[src/iqp_defines.svh]
// register offsets, field positions and reset values of the invalidation queue pointers
// Overview of operation
// - no queued invalidation: registers read zero
// - head field bits 18:4 read-only, next descriptor
// - wide descriptors: head bit 4 forced zero
// - head cleared while queue enable status clear
// - wide descriptors: tail bit 4 set errors
// - base held in bits 63:12, 4KB aligned
// - base bits above address width unimplemented
// - base reads return last written value, bits above address width zero
// - bit 11 selects 128 or 256-bit descriptors
// - wide without scalable or abort support errors
// - size field X gives 2^X 4KB pages
// - entries 2^(X+8) narrow, 2^(X+7) wide
`ifndef IQP_DEFINES_SVH
`define IQP_DEFINES_SVH

`define IQP_OFF_HEAD_LO   12'h080
`define IQP_OFF_HEAD_HI   12'h084
`define IQP_OFF_TAIL_LO   12'h088
`define IQP_OFF_TAIL_HI   12'h08c
`define IQP_OFF_BASE_LO   12'h090
`define IQP_OFF_BASE_HI   12'h094
`define IQP_OFF_STATUS    12'h098

`define IQP_PTR_LSB       4
`define IQP_PTR_MSB       18
`define IQP_BASE_LSB      12
`define IQP_DW_BIT        11
`define IQP_QS_MSB        2
`define IQP_QS_LSB        0
`define IQP_STAT_ERR_BIT  0
`define IQP_STAT_BUSY_BIT 1

`define IQP_RST_PTR       15'h0000
`define IQP_RST_BASE      52'h0_0000_0000_0000
`define IQP_RST_QS        3'h0
`define IQP_RST_DW        1'h0

`define IQP_NARROW_EXP    4'h8
`define IQP_WIDE_EXP      4'h7

`endif

[src/iqp_pkg.sv]
// types and shared functions of the invalidation queue pointers
package iqp_pkg;
	`include "iqp_defines.svh"

	typedef logic [14:0] iqp_ptr_t;

	typedef enum logic [1:0] {
		IQP_IDLE = 2'h0,
		IQP_RD1  = 2'h1,
		IQP_RD2  = 2'h3,
		IQP_WR   = 2'h2
	} iqp_bus_e;

	// entries in the queue for a size and a width
	function automatic logic [15:0] iqpEntries(input logic [2:0] qs, input logic wide);
		logic [3:0] e;
		e = (wide ? `IQP_WIDE_EXP : `IQP_NARROW_EXP) + {1'h0, qs};
		iqpEntries = 16'h1 << e;
	endfunction

	// wrap mask in 16-byte units: 2^X pages of 256 units each
	function automatic logic [15:0] iqpUnitMask(input logic [2:0] qs);
		logic [3:0] e;
		e = `IQP_NARROW_EXP + {1'h0, qs};
		iqpUnitMask = (16'h1 << e) - 16'h1;
	endfunction
endpackage

[src/iqp_regs.sv]
// invalidation queue pointer registers behind an AHB-Lite slave
`timescale 1ns/1ps
module iqp_regs
	import iqp_pkg::*;
#(
	parameter int HOST_ADDRESS_WIDTH = 48
) (
	// clock and reset
	input  wire logic        ref_clk,
	input  wire logic        rst_n,
	// ahb-lite slave
	input  wire logic        hsel,
	input  wire logic [11:0] haddr,
	input  wire logic [1:0]  htrans,
	input  wire logic        hwrite,
	input  wire logic [2:0]  hsize,
	input  wire logic [31:0] hwdata,
	input  wire logic        hready,
	output logic             hreadyout,
	output logic             hresp,
	output logic [31:0]      hrdata,
	// capabilities and global status
	input  wire logic        queuedInvalidationSupport,
	input  wire logic        scalableTranslationSupport,
	input  wire logic        abortDmaModeSupport,
	input  wire logic        queuedInvalEnableStatus,
	// descriptor fetch
	input  wire logic        fetchReady,
	output logic             fetchValid,
	output logic [63:0]      fetchAddr,
	// queue state
	output logic             invalQueueError,
	output logic [15:0]      queueEntries
);
	////////////////////////////////////////////////////////////////////////////////
	localparam logic [63:0] HAW_MASK = (HOST_ADDRESS_WIDTH >= 64) ? 64'hffff_ffff_ffff_ffff
		: ((64'h1 << HOST_ADDRESS_WIDTH) - 64'h1);

	iqp_bus_e    bus_r;
	iqp_bus_e    bus_nxt;
	logic [11:0] addr_r;
	logic [31:0] rdata_r;
	iqp_ptr_t    tail_r;
	logic [51:0] base_r;
	logic        wide_r;
	logic [2:0]  qs_r;
	logic        errTail_r;
	logic        errWidth_r;

	logic        take;
	logic        takeRead;
	logic        takeWrite;
	logic        doWrite;
	logic        qiOn;
	iqp_ptr_t    headOffset;
	logic [63:0] baseAddr;
	logic [51:0] baseWrLo;
	logic [51:0] baseWrHi;
	logic [31:0] readWord;
	logic        hitTailLo;
	logic        hitBaseLo;
	logic        hitBaseHi;
	logic        errTail_nxt;
	logic        errWidth_nxt;

	// read-back word for one register offset
	function automatic logic [31:0] regWord(
		input logic [11:0] off,
		input iqp_ptr_t    head,
		input iqp_ptr_t    tail,
		input logic [51:0] base,
		input logic        wide,
		input logic [2:0]  qs,
		input logic        err,
		input logic        busy
	);
		logic [31:0] w;
		w = 32'h0;
		case (off)
			`IQP_OFF_HEAD_LO: w[`IQP_PTR_MSB:`IQP_PTR_LSB] = head;
			`IQP_OFF_TAIL_LO: w[`IQP_PTR_MSB:`IQP_PTR_LSB] = tail;
			`IQP_OFF_BASE_LO: begin
				w[31:`IQP_BASE_LSB]              = base[19:0];
				w[`IQP_DW_BIT]                   = wide;
				w[`IQP_QS_MSB:`IQP_QS_LSB]       = qs;
			end
			`IQP_OFF_BASE_HI: w = base[51:20];
			`IQP_OFF_STATUS: begin
				w[`IQP_STAT_ERR_BIT]  = err;
				w[`IQP_STAT_BUSY_BIT] = busy;
			end
			default: w = 32'h0;
		endcase
		regWord = w;
	endfunction

	////////////////////////////////////////////////////////////////////////////////
	// bus handshake
	assign take      = hsel & htrans[1] & hready;
	assign takeRead  = take & ~hwrite;
	assign takeWrite = take & hwrite;
	assign hreadyout = (bus_r != IQP_RD1);
	assign hresp     = 1'h0;
	assign hrdata    = rdata_r;

	always_comb begin
		case (bus_r)
			IQP_RD1: bus_nxt = IQP_RD2;
			IQP_IDLE,
			IQP_RD2,
			IQP_WR: begin
				if (takeRead) begin
					bus_nxt = IQP_RD1;
				end else if (takeWrite) begin
					bus_nxt = IQP_WR;
				end else begin
					bus_nxt = IQP_IDLE;
				end
			end
			default: bus_nxt = IQP_IDLE;
		endcase
	end

	always_ff @(posedge ref_clk or negedge rst_n) begin
		if (!rst_n) begin
			bus_r  <= IQP_IDLE;
			addr_r <= 12'h0;
		end else begin
			bus_r <= bus_nxt;
			if (take) begin
				addr_r <= haddr;
			end
		end
	end

	////////////////////////////////////////////////////////////////////////////////
	// register decode
	assign qiOn      = queuedInvalidationSupport;
	assign doWrite   = (bus_r == IQP_WR) & qiOn;
	assign hitTailLo = doWrite & (addr_r == `IQP_OFF_TAIL_LO);
	assign hitBaseLo = doWrite & (addr_r == `IQP_OFF_BASE_LO);
	assign hitBaseHi = doWrite & (addr_r == `IQP_OFF_BASE_HI);

	// unimplemented address bits above the host width stay zero
	assign baseWrLo = {base_r[51:20], hwdata[31:`IQP_BASE_LSB]} & HAW_MASK[63:12];
	assign baseWrHi = {hwdata, base_r[19:0]} & HAW_MASK[63:12];
	assign baseAddr = {base_r, 12'h000};

	assign readWord = qiOn ? regWord(addr_r, headOffset, tail_r, base_r, wide_r, qs_r,
		invalQueueError, fetchValid) : 32'h0;

	////////////////////////////////////////////////////////////////////////////////
	// software-written state
	always_ff @(posedge ref_clk or negedge rst_n) begin
		if (!rst_n) begin
			tail_r <= `IQP_RST_PTR;
			base_r <= `IQP_RST_BASE;
			wide_r <= `IQP_RST_DW;
			qs_r   <= `IQP_RST_QS;
		end else begin
			if (hitTailLo) begin
				tail_r <= hwdata[`IQP_PTR_MSB:`IQP_PTR_LSB];
			end
			if (hitBaseLo) begin
				base_r <= baseWrLo;
				wide_r <= hwdata[`IQP_DW_BIT];
				qs_r   <= hwdata[`IQP_QS_MSB:`IQP_QS_LSB];
			end else if (hitBaseHi) begin
				base_r <= baseWrHi;
			end
		end
	end

	always_ff @(posedge ref_clk or negedge rst_n) begin
		if (!rst_n) begin
			rdata_r <= 32'h0;
		end else if (bus_r == IQP_RD1) begin
			rdata_r <= readWord;
		end
	end

	////////////////////////////////////////////////////////////////////////////////
	// queue error detection
	assign errTail_nxt  = qiOn & wide_r & tail_r[0];
	assign errWidth_nxt = qiOn & wide_r & ~scalableTranslationSupport
		& ~abortDmaModeSupport;

	always_ff @(posedge ref_clk or negedge rst_n) begin
		if (!rst_n) begin
			errTail_r  <= 1'h0;
			errWidth_r <= 1'h0;
		end else begin
			errTail_r  <= errTail_nxt;
			errWidth_r <= errWidth_nxt;
		end
	end

	assign invalQueueError = errTail_r | errWidth_r;
	assign queueEntries    = iqpEntries(qs_r, wide_r);

	////////////////////////////////////////////////////////////////////////////////
	// head and fetch engine
	iqp_fetch u_fetch (
		.ref_clk      (ref_clk),
		.rst_n        (rst_n),
		.enableStatus (queuedInvalEnableStatus & qiOn),
		.queueError   (invalQueueError),
		.wideDesc     (wide_r),
		.queueSizeExp (qs_r),
		.tailOffset   (tail_r),
		.baseAddr     (baseAddr),
		.fetchReady   (fetchReady),
		.fetchValid   (fetchValid),
		.fetchAddr    (fetchAddr),
		.headOffset   (headOffset)
	);
endmodule // iqp_regs

[src/iqp_fetch.sv]
// head pointer and descriptor fetch engine
`timescale 1ns/1ps
module iqp_fetch
	import iqp_pkg::*;
(
	// clock and reset
	input  wire logic        ref_clk,
	input  wire logic        rst_n,
	// configuration
	input  wire logic        enableStatus,
	input  wire logic        queueError,
	input  wire logic        wideDesc,
	input  wire logic [2:0]  queueSizeExp,
	input  wire iqp_ptr_t    tailOffset,
	input  wire logic [63:0] baseAddr,
	// descriptor fetch
	input  wire logic        fetchReady,
	output logic             fetchValid,
	output logic [63:0]      fetchAddr,
	// state
	output iqp_ptr_t         headOffset
);
	////////////////////////////////////////////////////////////////////////////////
	iqp_ptr_t    head_r;
	iqp_ptr_t    head_nxt;
	logic [63:0] addr_r;
	logic [15:0] stepUnits;
	logic [15:0] headSum;
	logic [15:0] headWrap;
	logic        advance;
	iqp_ptr_t    tailCmp;

	assign tailCmp    = wideDesc ? {tailOffset[14:1], 1'h0} : tailOffset;
	assign fetchValid = enableStatus & ~queueError & (head_r != tailCmp);
	assign advance    = fetchValid & fetchReady;
	assign stepUnits  = wideDesc ? 16'h2 : 16'h1;
	assign headSum    = {1'h0, head_r} + stepUnits;
	assign headWrap   = headSum & iqpUnitMask(queueSizeExp);

	always_comb begin
		head_nxt = head_r;
		if (advance) begin
			head_nxt = headWrap[14:0];
		end
		if (wideDesc) begin
			head_nxt[0] = 1'h0;
		end
		if (!enableStatus) begin
			head_nxt = `IQP_RST_PTR;
		end
	end

	////////////////////////////////////////////////////////////////////////////////
	always_ff @(posedge ref_clk or negedge rst_n) begin
		if (!rst_n) begin
			head_r <= `IQP_RST_PTR;
			addr_r <= 64'h0;
		end else begin
			head_r <= head_nxt;
			addr_r <= baseAddr + {45'h0, head_nxt, 4'h0};
		end
	end

	assign fetchAddr  = addr_r;
	assign headOffset = head_r;
endmodule // iqp_fetch

[config.mk]
export PLATFORM = sky130hd
export DESIGN_NAME = iqp_regs
export DESIGN_NICKNAME = d
export VERILOG_FILES = /design/src/iqp_pkg.sv /design/src/iqp_regs.sv /design/src/iqp_fetch.sv
export VERILOG_INCLUDE_DIRS = /design/src
export SDC_FILE = /design/constraint.sdc
export NUM_CORES = 1
export LEC_CHECK = 0
export BUFFER_PORTS_ARGS = -buffer_cell sky130_fd_sc_hd__buf_2
export CAP_MARGIN = 20
export CORE_MARGIN = 2
export CORE_UTILIZATION = 42
export CTS_CLUSTER_SIZE = 16
export DETAILED_ROUTE_END_ITERATION = 6
export GPL_TIMING_DRIVEN = 0
export SYNTH_ARGS = -nofsm -noshare
export SYNTH_HDL_FRONTEND = slang
export SYNTH_HIERARCHICAL = 1
export SYNTH_SLANG_ARGS = --single-unit
[constraint.sdc]
create_clock -name ref_clk -period 4.9 [get_ports ref_clk]
set_input_delay 0.49 -clock ref_clk [delete_from_list [all_inputs] [get_ports ref_clk]]
set_output_delay 0.49 -clock ref_clk [all_outputs]
set_load 0.005 [all_outputs]
# Word-level counts from Yosys, hierarchy flattened
# Cells that the tools add are included.
# word_totals
regBits	198
memories	0
ramBits	0
out_inout_bits	116
latch_bits	0
inputBits	59
elab_cells	75
mem_bits_ro	0
# classes
bitwise_logic	23
n_shift	2
n_mux	18
order_cmp	0
n_div	0
multipliers	0
addsub	5
eq_ne	10
reduce_logical	4
# ops
op	count
52-bit two-way mux	2
64-bit by 19-bit adder with 64-bit output	1
12-bit by 8-bit == test with 1-bit output, second input constant	5
32-bit two-way mux	1
8-bit one-hot mux with 4 select lines	1
15-bit two-way mux	2
13-bit one-hot mux with 2 select lines	1
7-bit one-hot mux with 3 select lines	1
1-bit bitwise AND	16
1-bit by 4-bit left shift with 16-bit output, first input constant	1
15-bit adder	1
15-bit bitwise AND	1
15-bit inequality test	1
1-bit by 4-bit left shift with 15-bit output, first input constant	1
15-bit by 1-bit subtractor with 15-bit output, second input constant	1
2-bit two-way mux	3
2-bit one-hot mux with 3 select lines	1
1-bit NOT	5
4-bit by 3-bit adder with 4-bit output	1
4-bit by 3-bit adder with 4-bit output, first input constant	1
2-bit == test, second input constant	2
4-bit two-way mux	1
2-bit one-hot mux with 2 select lines	1
1-bit two-way mux	3
8 further kinds	8

# Depth between registers and ports, before layout
# Gate-level depths: netlist of the first run.
# logic_depth
word_depth	9
mapped_depth	18
mapped_depth_nobuf	15

# By module
# The synthesis of the first run kept the hierarchy.
# by_module_without_submodules
module	area_per_inst_um2	n_inst	cells_each	seq_area_each_um2
iqp_regs	4677.0	1	376	2577.5
iqp_fetch	4668.2	1	472	1976.9

# Least setup slack after synthesis of the first run
# OpenSTA, ideal clock, no wires.
# synth_timing
path_kind	flip-flop to flip-flop
startpoint	reg wide_r
endpoint	reg u_fetch.addr_r[29], in the netlist u_fetch/fetchAddr[29]
n_path_buf	1
stages_incl_launch_ff	16
setup_ns	0.138
synth_period_minus_slack_ns	3.892
t_arrival_ns	3.754
path_slack_ns	1.008
required_time_ns	4.762
path_cell_list	dfrtp_1 -> inv_1 -> ha_1 -> inv_1 -> fa_1 -> nor3_2 -> nand3_1 -> or4_1 -> a31oi_1 -> ha_1 -> buf_4 -> a21oi_1 -> o221ai_1 -> a311oi_4 -> nor4_1 -> xor2_1
# synth_between
word_cells_on_any_way	11
cone_classes	2 x add/sub; 1 x eq/ne; 5 x mux; 3 x bitwise
# synth_rtl
element	line_no	text
start: declaration	iqp_regs.sv:45	logic wide_r;
start signal: assignment	iqp_regs.sv:158	wide_r <= `IQP_RST_DW;
start signal: assignment	iqp_regs.sv:166	wide_r <= hwdata[`IQP_DW_BIT];
branches (longest 4 deep; another with 15-bit adder)	--	
15-bit two-way mux (*)	iqp_fetch.sv:42	if (advance) begin
15-bit two-way mux (*)	iqp_fetch.sv:48	if (!enableStatus) begin
net u_fetch.head_nxt[12]	iqp_fetch.sv:25	iqp_ptr_t head_nxt;
64-bit by 19-bit adder with 64-bit output (*)	iqp_fetch.sv:60	addr_r <= baseAddr + {45'h0, head_nxt, 4'h0};
end signal: assignment	iqp_fetch.sv:60	
end: declaration	iqp_fetch.sv:26	logic [63:0] addr_r;
# Mark *: on every way through the listed nets, which the timed path passes.
# A chain may end at the register's enable or synchronous reset.

# Final worst setup path of the first run
# layout_timing
startpoint	reg wide_r
endpoint	reg u_fetch.addr_r[37], in the netlist u_fetch/fetchAddr[37]
# The elaborated chain is that of the path after synthesis.

==> results of run 1 <==
==> sequential cells by signal, indices dropped and copies added (netlist names), 2 cells and up <==
| register | cells |
|---|---|
| bus_r | 2 |
| addr_r | 12 |
| qs_r | 3 |
| hrdata | 32 |
| tail_r | 15 |
| u_fetch/headOffset | 15 |
| base_r | 36 |
| u_fetch/fetchAddr | 64 |
==> per-stage QoR <==
| stage | setup slack, ps | TNS, ps | hold slack (ps) | area [µm²] | utilization |
|---|---|---|---|---|---|
| 2_1_floorplan | 1010 | 0 | 194 | 9570 | - |
| 3_3_place_gp | 18.6 | 0 | 475 | 10800 | 0.493 |
| 3_5_place_dp | -26.7 | -26.7 | 463 | 10800 | 0.495 |
| 4_1_cts | 33.6 | 0 | 106 | 11400 | 0.523 |
| 5_1_grt | 4.40 | 0 | 141 | 11400 | 0.523 |
| 6_report | 224 | 0 | 80.5 | 11400 | 0.523 |
==> layer usage <==
| metal | vias up | share of wire | global-route usage |
|---|---|---|---|
| li1 | 3512 | - | - |
| met1 | 3553 | 0.45 | 0.303 |
| met2 | 261 | 0.46 | 0.342 |
| met3 | 41 | 0.065 | 0.0459 |
| met4 | 0 | 0.023 | 0.0798 |
| met5 | - | 0 | 0 |
==> worst max-delay path by stage <==
| stage | from | end | cells after the start |
|---|---|---|---|
| after detailed placement | queuedInvalidationSupport | u_fetch/fetchAddr[30] | 16 |
| after floorplan | wide_r | u_fetch/fetchAddr[29] | 15 |
| after CTS | wide_r | u_fetch/fetchAddr[30] | 16 |
| after global placement | queuedInvalidationSupport | u_fetch/fetchAddr[30] | 12 |
| after global routing | wide_r | u_fetch/fetchAddr[19] | 16 |
| final | wide_r | u_fetch/fetchAddr[37] | 16 |
==> kinds of logic after synthesis <==
family	after synthesis
and+or+nand+nor	291
DFF	182
AOI/OAI and AO/OA	141
muxes	83
xor gates and xnor gates	78
buffers and inverters	49
adders and majority gates	23
other	1
==> power by group <==
part | switching (W) | total, W | internal [W]
logic | 0.000168 | 0.000259 | 0.0000902
registers | 0.0000288 | 0.00157 | 0.00154
clock network | 0.000596 | 0.00136 | 0.000766
total | 0.000794 | 0.00319 | 0.00240
==> critical path, delay by kind of cell, from the launching register on <==
kind	cells	cell delay, ps
AO/OA/AOI/OAI	4	1270
XOR/XNOR	1	160
adder cells (fa/ha/maj)	3	990
buffers and inverters	4	570
flip-flops	1	530
AND/OR/NAND/NOR	4	1010
==> cells in the final DEF, fill, tap and decap left out, types with 6 or more instances in the layout <==
cell type and instances:
dfrtp_1 181, buf_2 176, nand2_1 83, mux2_2 61, conb_1 60, nor2_1 48
xnor2_1 43, nand3_1 39, xor2_1 35, a21oi_1 30, and3_1 21, nor3_1 20
ha_1 20, inv_1 19, o21ai_0 19, clkbuf_16 17, nand4_1 15, a22o_1 13
clkbuf_1 12, nor4_1 12, mux2i_1 12, mux2_4 10, buf_4 9, a22oi_1 8
a21boi_0 8, a21o_1 7, nor2b_1 7, a32oi_1 7, and4_1 6, a31oi_1 6
a211oi_1 6
==> area by class of cell <==
cell class | count | area (µm²) | area share
antenna | 2 | 5.00 | 0.000438
buffer | 29 | 180 | 0.0158
clock buffer | 21 | 450 | 0.0394
clock inverter | 11 | 125 | 0.0110
inverter | 20 | 75.1 | 0.00657
multi-input combinational | 676 | 4770 | 0.418
sequential | 182 | 4560 | 0.399
tap | 280 | 350 | 0.0307
timing repair buffer | 172 | 911 | 0.0797
==> timing repair <==
item / in CTS / in global routing
pin swaps: 1 / 0
hold endpoints to repair: 0 / 0
endpoints found under the setup margin: 4 / 20
resized for setup: 0 / 3
buffers inserted: 2 / 0
==> flow_summary.yaml, run 1 <==
logic_synthesis:
  synth.avg_cell_area_um2: 11.0
  synth_cells: 848
  synth_commonest_cells: "182 x dfrtp_1, 83 x nand2_1, 61 x mux2_2"
  synth_edf_count: 0
  synth.most_common_cell: "dfrtp_1"
  yosys.area_share.simple: 0.167
  syn_area_mm2: 0.00935
  post-synth-top-area-fraction: 0.487
  synth-seq-area-share: 0.487
  synth.area.mux_share: 0.102
  synth_seq_cells: 182
  synth_compound_area_frac: 0.109
  synth-xor-area-share: 0.0731
  synthTopCellsByArea: "dfrtp_1 49%, mux2_2 7.4%, xnor2_1 4.0%"
  synth_cell_types: 76
  synth_fa_ha_area_frac: 0.0332
  synthArstFlopShare: 1.00
  yosysWarnings: 6
  synth_top_family_by_area: "simple AND/OR/NAND/NOR gates"
  synth_flop_cell: "dfrtp_1"
  synth_area_leader_cell: "dfrtp_1"
drt:
  vias: 7367
  dr.pass1.iters: 5
  antenna_left: 0
  drt_wl_total_mm: 25.7
  first_iter_violations: 570
  wl_per_cell_um: 18.5
  via_per_inst: 5.29
  route.detailed.drc: 0
global_routing:
  first_global_vias: 7094
  grt_pass1_wl_mm: 40.0
  antenna_found_initial: 2
  grt_max_degree: 94
  track_usage: 0.219
  grt_overflow: 0
clock_tree:
  htree_num_levels: 4
  clockBufferDepth: 2
  cts_sinks: 182
  path_clk_slew_ps: 70
  cts_tree: "built"
  cts_hold_buffers: 0
  root_buffer: "clkbuf_16"
  clock_latency_ps: 440
  cts_buffers: 17
timing:
  rsz0062_at_grt: "false"
  setup-violations-final: 0
  fmax_ghz: 0.214
  period_needed_ps: 4680
  worstMarginPinSlew_ps: 1010
  finalCritPeriodShare: 0.954
  maxSlewHeadroom: 0.321
  hold_viol: 0
  final_max_slew_viol_count: 0
  fin_worst_skew_ps: 11.6
setup_path:
  start_kind: "flop"
  rr_worst_depth: 16
  reg2reg_from: "wide_r"
  path_class: "flop to flop"
  crit_slowest_cell: "dfrtp_2"
  path_max_fanout: 14
  max_stage_delay_ps: 530
  worstPathRequired_ps: 5200
  cp-end-kind: "flop"
  reg2reg_slack_ps: 220
  crit_chain: "inv_1, ha_1, inv_1, fa_1, nor3_2, nand3_1, or4_1, a31oi_1, ha_1, buf_4, a21oi_1, o221ai_1, a311oi_4, buf_12, nor4_1, xor2_1"
  crit_arrival_ps: 4980
  r2r_end: "u_fetch/fetchAddr[37]"
layout:
  nets: 1180
  drive_gt1_frac: 0.286
  syn_to_final_growth_pct: 22.2
  stdcell_count: 1393
  nFillCells: 1976
floorplanning:
  fp.dieArea_mm2: 0.0235
  initial_core_util: 0.428
  core_region_area_mm2: 0.0218
  io_pins: 175
  fp.dieW_um: 153
  chipHeight_um: 153
  fp-row-count: 54
pwr:
  power_leakage_nw: 5.64
  powerDensity_mw_per_mm2: 280
  finalPower_w: 0.00319
  ir_worst_vdd_v: 0.000203
place:
  dp_hpwl_mm: 18.9
  dp.cells: 1357
  io_buffers: 169
  routabilityCongestion: 0.871
outcome:
  status: "completed"
min_path:
  hold_path_class: "primary input to async pin"
job:
  max_cap_violations: 0
(Power assumes the default switching activity.)
==> run 2, diff against run 1 <==
--- a/config.mk
+++ b/config.mk
@@ -8,6 +8,7 @@
 export LEC_CHECK = 0
 export BUFFER_PORTS_ARGS = -buffer_cell sky130_fd_sc_hd__buf_2
 export CAP_MARGIN = 20
+export CORE_ASPECT_RATIO = 1.25
 export CORE_MARGIN = 2
 export CORE_UTILIZATION = 42
 export CTS_CLUSTER_SIZE = 16
==> constraint.sdc (replaced) <==
create_clock -name ref_clk -period 5.5 [get_ports ref_clk]
set_input_delay 0.55 -clock ref_clk [delete_from_list [all_inputs] [get_ports ref_clk]]
set_output_delay 0.55 -clock ref_clk [all_outputs]
set_load 0.005 [all_outputs]
==> run 2 against run 1 <==
Compared with the run above: maximum frequency fell by 5.9%; flip-flop and latch count did not move; sequential power fell by 11%; register-to-register slack improved by 310 ps; non-clock buffer count fell by 2; first-iteration DRC count fell by 14%; critical path depth did not move; global-route usage rose by 0.49 points; cell count did not move; critical endpoint is now u_fetch/fetchAddr[30]; largest cell class unchanged.
==> flow_summary.yaml, run 2 (synthesis results as in run 1) <==
global_routing:
  antenna_found_initial: 1
  grt_pass1_wl_mm: 39.8
  grt_overflow: 0
  track_usage: 0.224
  grt_max_degree: 102
  first_global_vias: 7091
setup_path:
  rr_worst_depth: 16
  start_kind: "flop"
  path_class: "flop to flop"
  cp_common_cell: "buf_4"
  max_stage_delay_ps: 770
  r2r_end: "u_fetch/fetchAddr[30]"
  worstPathRequired_ps: 5810
  crit_chain: "nand2b_1, xnor2_1, nor4_2, a21o_1, buf_4, buf_4, nand2_1, a211oi_1, ha_1, buf_2, a21oi_1, o21ai_0, and3_1, o21ai_1, a21boi_0, xor2_1"
  path_max_fanout: 14
  crit_buf_inv: 3
  crit_slowest_cell: "o21ai_1"
  reg2reg_slack_ps: 530
  critPathTopFamily: "compound AO/OA/AOI/OAI gates"
  crit_arrival_ps: 5280
  reg2reg_from: "wide_r"
  cp-end-kind: "flop"
place:
  routabilityCongestion: 0.861
  io_buffers: 169
  place_ws_ps: 576
  dp_hpwl_mm: 19.0
clock_tree:
  post_cts_buffers: 0
  cts-resized-gates: 0
  path_clk_slew_ps: 70
  cts_sinks: 182
  clockBufferDepth: 2
  cts_hold_buffers: 0
  cts_tree: "built"
  root_buffer: "clkbuf_16"
  clock_latency_ps: 430
  htree_num_levels: 4
  cts_buffers: 17
timing:
  setup-violations-final: 0
  worstMarginPinSlew_ps: 1080
  fin_worst_skew_ps: 11.2
  maxSlewHeadroom: 0.273
  rsz0062_at_grt: "false"
  worst_slack_ps: 532
  tns_ps: 0
  finalCritPeriodShare: 0.903
  hold_viol: 0
  period_needed_ps: 4970
  fmax_ghz: 0.201
  final_max_slew_viol_count: 0
pwr:
  clockPowerShare: 0.448
  switchingPower_w: 0.000731
  netSwitchingFraction: 0.248
  internal-power_w: 0.00222
  ir_worst_vdd_v: 0.000229
  power_leakage_nw: 5.66
  p_comb_frac: 0.079
  powerDensity_mw_per_mm2: 258
  seqPwrFrac: 0.473
drt:
  via_per_inst: 5.27
  dr.pass1.iters: 6
  wl_per_cell_um: 18.3
  drt_wl_total_mm: 25.5
  first_iter_violations: 490
  route.detailed.drc: 0
  vias: 7343
  antenna_left: 0
floorplanning:
  chipHeight_um: 171
  fp.dieArea_mm2: 0.0235
  io_pins: 175
  core_region_area_mm2: 0.0221
  initial_core_util: 0.424
  fp-row-count: 61
  fp.dieW_um: 137
layout:
  nFillCells: 2026
  drive_gt1_frac: 0.285
  largest_reg_flops: 64
  syn_to_final_growth_pct: 22.3
  layout_commonest_cell: "dfrtp_1"
  nets: 1178
  final_cell_mix: "182 x dfrtp_1, 176 x buf_2, 83 x nand2_1"
job:
  max_cap_violations: 0
min_path:
  hold_path_class: "primary input to async pin"
outcome:
  status: "completed"
==> run 2: per-layer routing <==
metal,up-vias,track usage,part of all wire
met2,227,0.374,0.49
met1,3563,0.287,0.43
met3,43,0.0415,0.051
met4,0,0.0856,0.029
met5,-,0,0
li1,3510,-,-
==> run 2: area by class of cell <==
cell class | count | area, µm² | area share
repair buffers | 170 | 883 | 0.0773
multi-input cells | 676 | 4760 | 0.416
diodes | 1 | 2.50 | 0.000219
clock inverters | 14 | 196 | 0.0172
well taps | 283 | 354 | 0.0310
inverters | 20 | 75.1 | 0.00657
plain buffers | 29 | 180 | 0.0158
flip-flops and latches | 182 | 4550 | 0.398
clock buffers | 18 | 429 | 0.0375
==> run 2: worst max-delay path by stage <==
stage | start | end | slack, ps | cells after the start
2_1_floorplan | wide_r | u_fetch/fetchAddr[29] | 1610 | 15
3_3_place_gp | wide_r | u_fetch/fetchAddr[30] | 560 | 16
3_5_place_dp | wide_r | u_fetch/fetchAddr[30] | 580 | 16
4_1_cts | wide_r | u_fetch/fetchAddr[30] | 560 | 16
5_1_grt | wide_r | u_fetch/fetchAddr[30] | 310 | 16
6_report | wide_r | u_fetch/fetchAddr[30] | 530 | 16
==> run 2: power by group through the flow <==
stage,Clock [W],Sequential (W),Combinational [W]
floorplan,0,0.00142,0.000120
global placement,0,0.00142,0.000227
detailed placement,0,0.00142,0.000232
CTS,0.00135,0.00140,0.000233
global route,0.00141,0.00140,0.000257
finish,0.00132,0.00140,0.000233
==> run 2: through the flow <==
stage	instance area (µm²)	hold WS (ps)	total power, W	util	std cells
after global routing	11400	131	0.00307	0.518	1393
final	11400	82.4	0.00295	0.518	1393
after detailed placement	10800	466	0.00166	0.490	1360
after CTS	11400	125	0.00298	0.518	1392
after global placement	10800	478	0.00165	0.488	1359
after floorplan	9570	254	0.00154	-	907
==> run 2: worst reg2reg max path, cell delays in order (launching register included) <==
cell      delay [ps]
dfrtp_1          600
nand2b_1         270
xnor2_1          150
nor4_2           650
a21o_1           210
buf_4            180
buf_4            200
nand2_1           70
a211oi_1         310
ha_1             290
buf_2            160
a21oi_1          140
o21ai_0          140
and3_1           280
o21ai_1          770
a21boi_0         250
xor2_1           190
==> run 3, diff against run 2 <==
--- a/config.mk
+++ b/config.mk
@@ -10,10 +10,10 @@
 export CAP_MARGIN = 20
 export CORE_ASPECT_RATIO = 1.25
 export CORE_MARGIN = 2
-export CORE_UTILIZATION = 42
+export CORE_UTILIZATION = 45
 export CTS_CLUSTER_SIZE = 16
 export DETAILED_ROUTE_END_ITERATION = 6
-export GPL_TIMING_DRIVEN = 0
+export PLACE_DENSITY = 0.67
 export SYNTH_ARGS = -nofsm -noshare
 export SYNTH_HDL_FRONTEND = slang
 export SYNTH_HIERARCHICAL = 1
==> run 3 against run 2 <==
Compared with the run above: routed wire length decreased by 4.8%; die area is 6.5% lower; setup slack improved by 240 ps; total power decreased by 4.2%; flip-flop and latch count unchanged; clock power down 8%; register-to-register slack gained 240 ps; final area is 1.8% lower; cell count decreased by 2.6%; maximum frequency rose by 5.1%; clock-buffer cell count is 3 higher; critical endpoint is now u_fetch/fetchAddr[45]; largest power group unchanged.
==> flow_summary.yaml, run 3 (synthesis results as in run 1) <==
outcome:
  status: "completed"
timing:
  rsz0062_at_grt: "false"
  finalCritPeriodShare: 0.859
  fmax_ghz: 0.212
  hold_viol: 0
  final_max_slew_viol_count: 0
  whs_ps: 60.0
  setup-violations-final: 0
  fin_worst_skew_ps: 8.30
  period_needed_ps: 4730
  tns_ps: 0
  worstMarginPinSlew_ps: 1110
  maxSlewHeadroom: 0.257
clock_tree:
  cts_sinks: 182
  clock_latency_ps: 430
  htree_num_levels: 4
  cts_buffers: 17
  root_buffer: "clkbuf_16"
  cts-resized-gates: 0
  cts_hold_buffers: 0
  post_cts_buffers: 0
  path_clk_slew_ps: 70
  cts_tree: "built"
  clockBufferDepth: 2
drt:
  wl_met3_mm: 1.28
  vias: 7309
  dr.max_layer_used: "met4"
  antenna_left: 0
  wl_met2_mm: 12.1
  dr.pass1.iters: 5
  wl_met1_mm: 10.2
  wl_per_cell_um: 17.9
  drt_wl_total_mm: 24.3
  route.detailed.drc: 0
  first_iter_violations: 553
  via_per_inst: 5.39
layout:
  antennaDiodeCount: 0
  drive_gt1_frac: 0.279
  layout_commonest_cell: "dfrtp_1"
  largest_reg_flops: 64
  syn_to_final_growth_pct: 20.1
  final_cell_mix: "182 x dfrtp_1, 168 x buf_2, 83 x nand2_1"
  fin_area_mm2: 0.0112
  nets: 1157
global_routing:
  grt_pass1_wl_mm: 37.7
  first_global_vias: 6896
  track_usage: 0.224
  grt_overflow: 0
  antenna_found_initial: 0
  grt_max_degree: 66
setup_path:
  path_max_fanout: 10
  crit_arrival_ps: 5030
  path_class: "flop to flop"
  rr_worst_depth: 14
  worstPathRequired_ps: 5800
  start_kind: "flop"
  cp-end-kind: "flop"
place:
  dpl_cell_area_mm2: 0.0106
  io_buffers: 169
  routabilityCongestion: 0.883
  dp_hpwl_mm: 18.1
pwr:
  finalPower_w: 0.00283
  powerDensity_mw_per_mm2: 252
  power_leakage_nw: 5.54
  ir_worst_vdd_v: 0.000216
floorplanning:
  fp.dieW_um: 133
  fp-row-count: 58
  fp.dieArea_mm2: 0.0219
  io_pins: 175
  chipHeight_um: 165
  initial_core_util: 0.462
  core_region_area_mm2: 0.0202
job:
  max_cap_violations: 0
min_path:
  hold_path_class: "primary input to async pin"
==> run 3: report_power, final <==
| part | switching (W) | internal [W] |
|---|---|---|
| Combinational | 0.000126 | 0.0000762 |
| Clock | 0.000519 | 0.000694 |
| Sequential | 0.0000385 | 0.00137 |
==> run 3: worst max-delay path, cell delays in order, from the launching register on <==
cell and delay [ps]:
dfrtp_1 510, inv_1 160, ha_1 170, inv_1 50, fa_1 490, nor3_2 370
nand3_1 160, or4_1 430, a31oi_1 320, ha_1 440, a21oi_1 320, o221ai_1 250
a311oi_4 610, nor3_1 130, xor2_1 190
==> run 3: path summary, 6_finish.rpt <==
kind | slack, ps | from | endpoint
worst min register to register | 500 | hrdata[1] | hrdata[1]
worst max register to register | 770 | wide_r | u_fetch/fetchAddr[45]
max in group asynchronous | 4160 | rst_n | u_fetch/fetchAddr[24]
worst min-delay path | 60 | rst_n | u_fetch/fetchAddr[2]
min in group ref_clk | 260 | abortDmaModeSupport | errWidth_r
worst max-delay path | 770 | wide_r | u_fetch/fetchAddr[45]
==> run 3: layout make-up <==
| class | instances | area, µm² |
|---|---|---|
| well taps | 270 | 338 |
| flip-flops and latches | 182 | 4550 |
| inverters | 20 | 75.1 |
| repair buffers | 178 | 917 |
| fillers | 1834 | 9030 |
| clock inverters | 10 | 119 |
| clock buffers | 21 | 460 |
| multi-input cells | 676 | 4760 |
==> run 3: stage by stage <==
| stage | instances | util | setup WS, ps |
|---|---|---|---|
| global route | 1357 | 0.554 | 524 |
| global placement | 1325 | 0.525 | 939 |
| finish | 1357 | 0.554 | 774 |
| detailed placement | 1325 | 0.525 | 912 |
| floorplan | 907 | - | 1610 |
| CTS | 1356 | 0.554 | 868 |
==> run 3: routing by layer <==
layer / vias up / GRT usage
li1: 3454 / -
met5: - / 0
met2: 241 / 0.378
met4: 0 / 0.0885
met3: 41 / 0.0382
met1: 3573 / 0.289
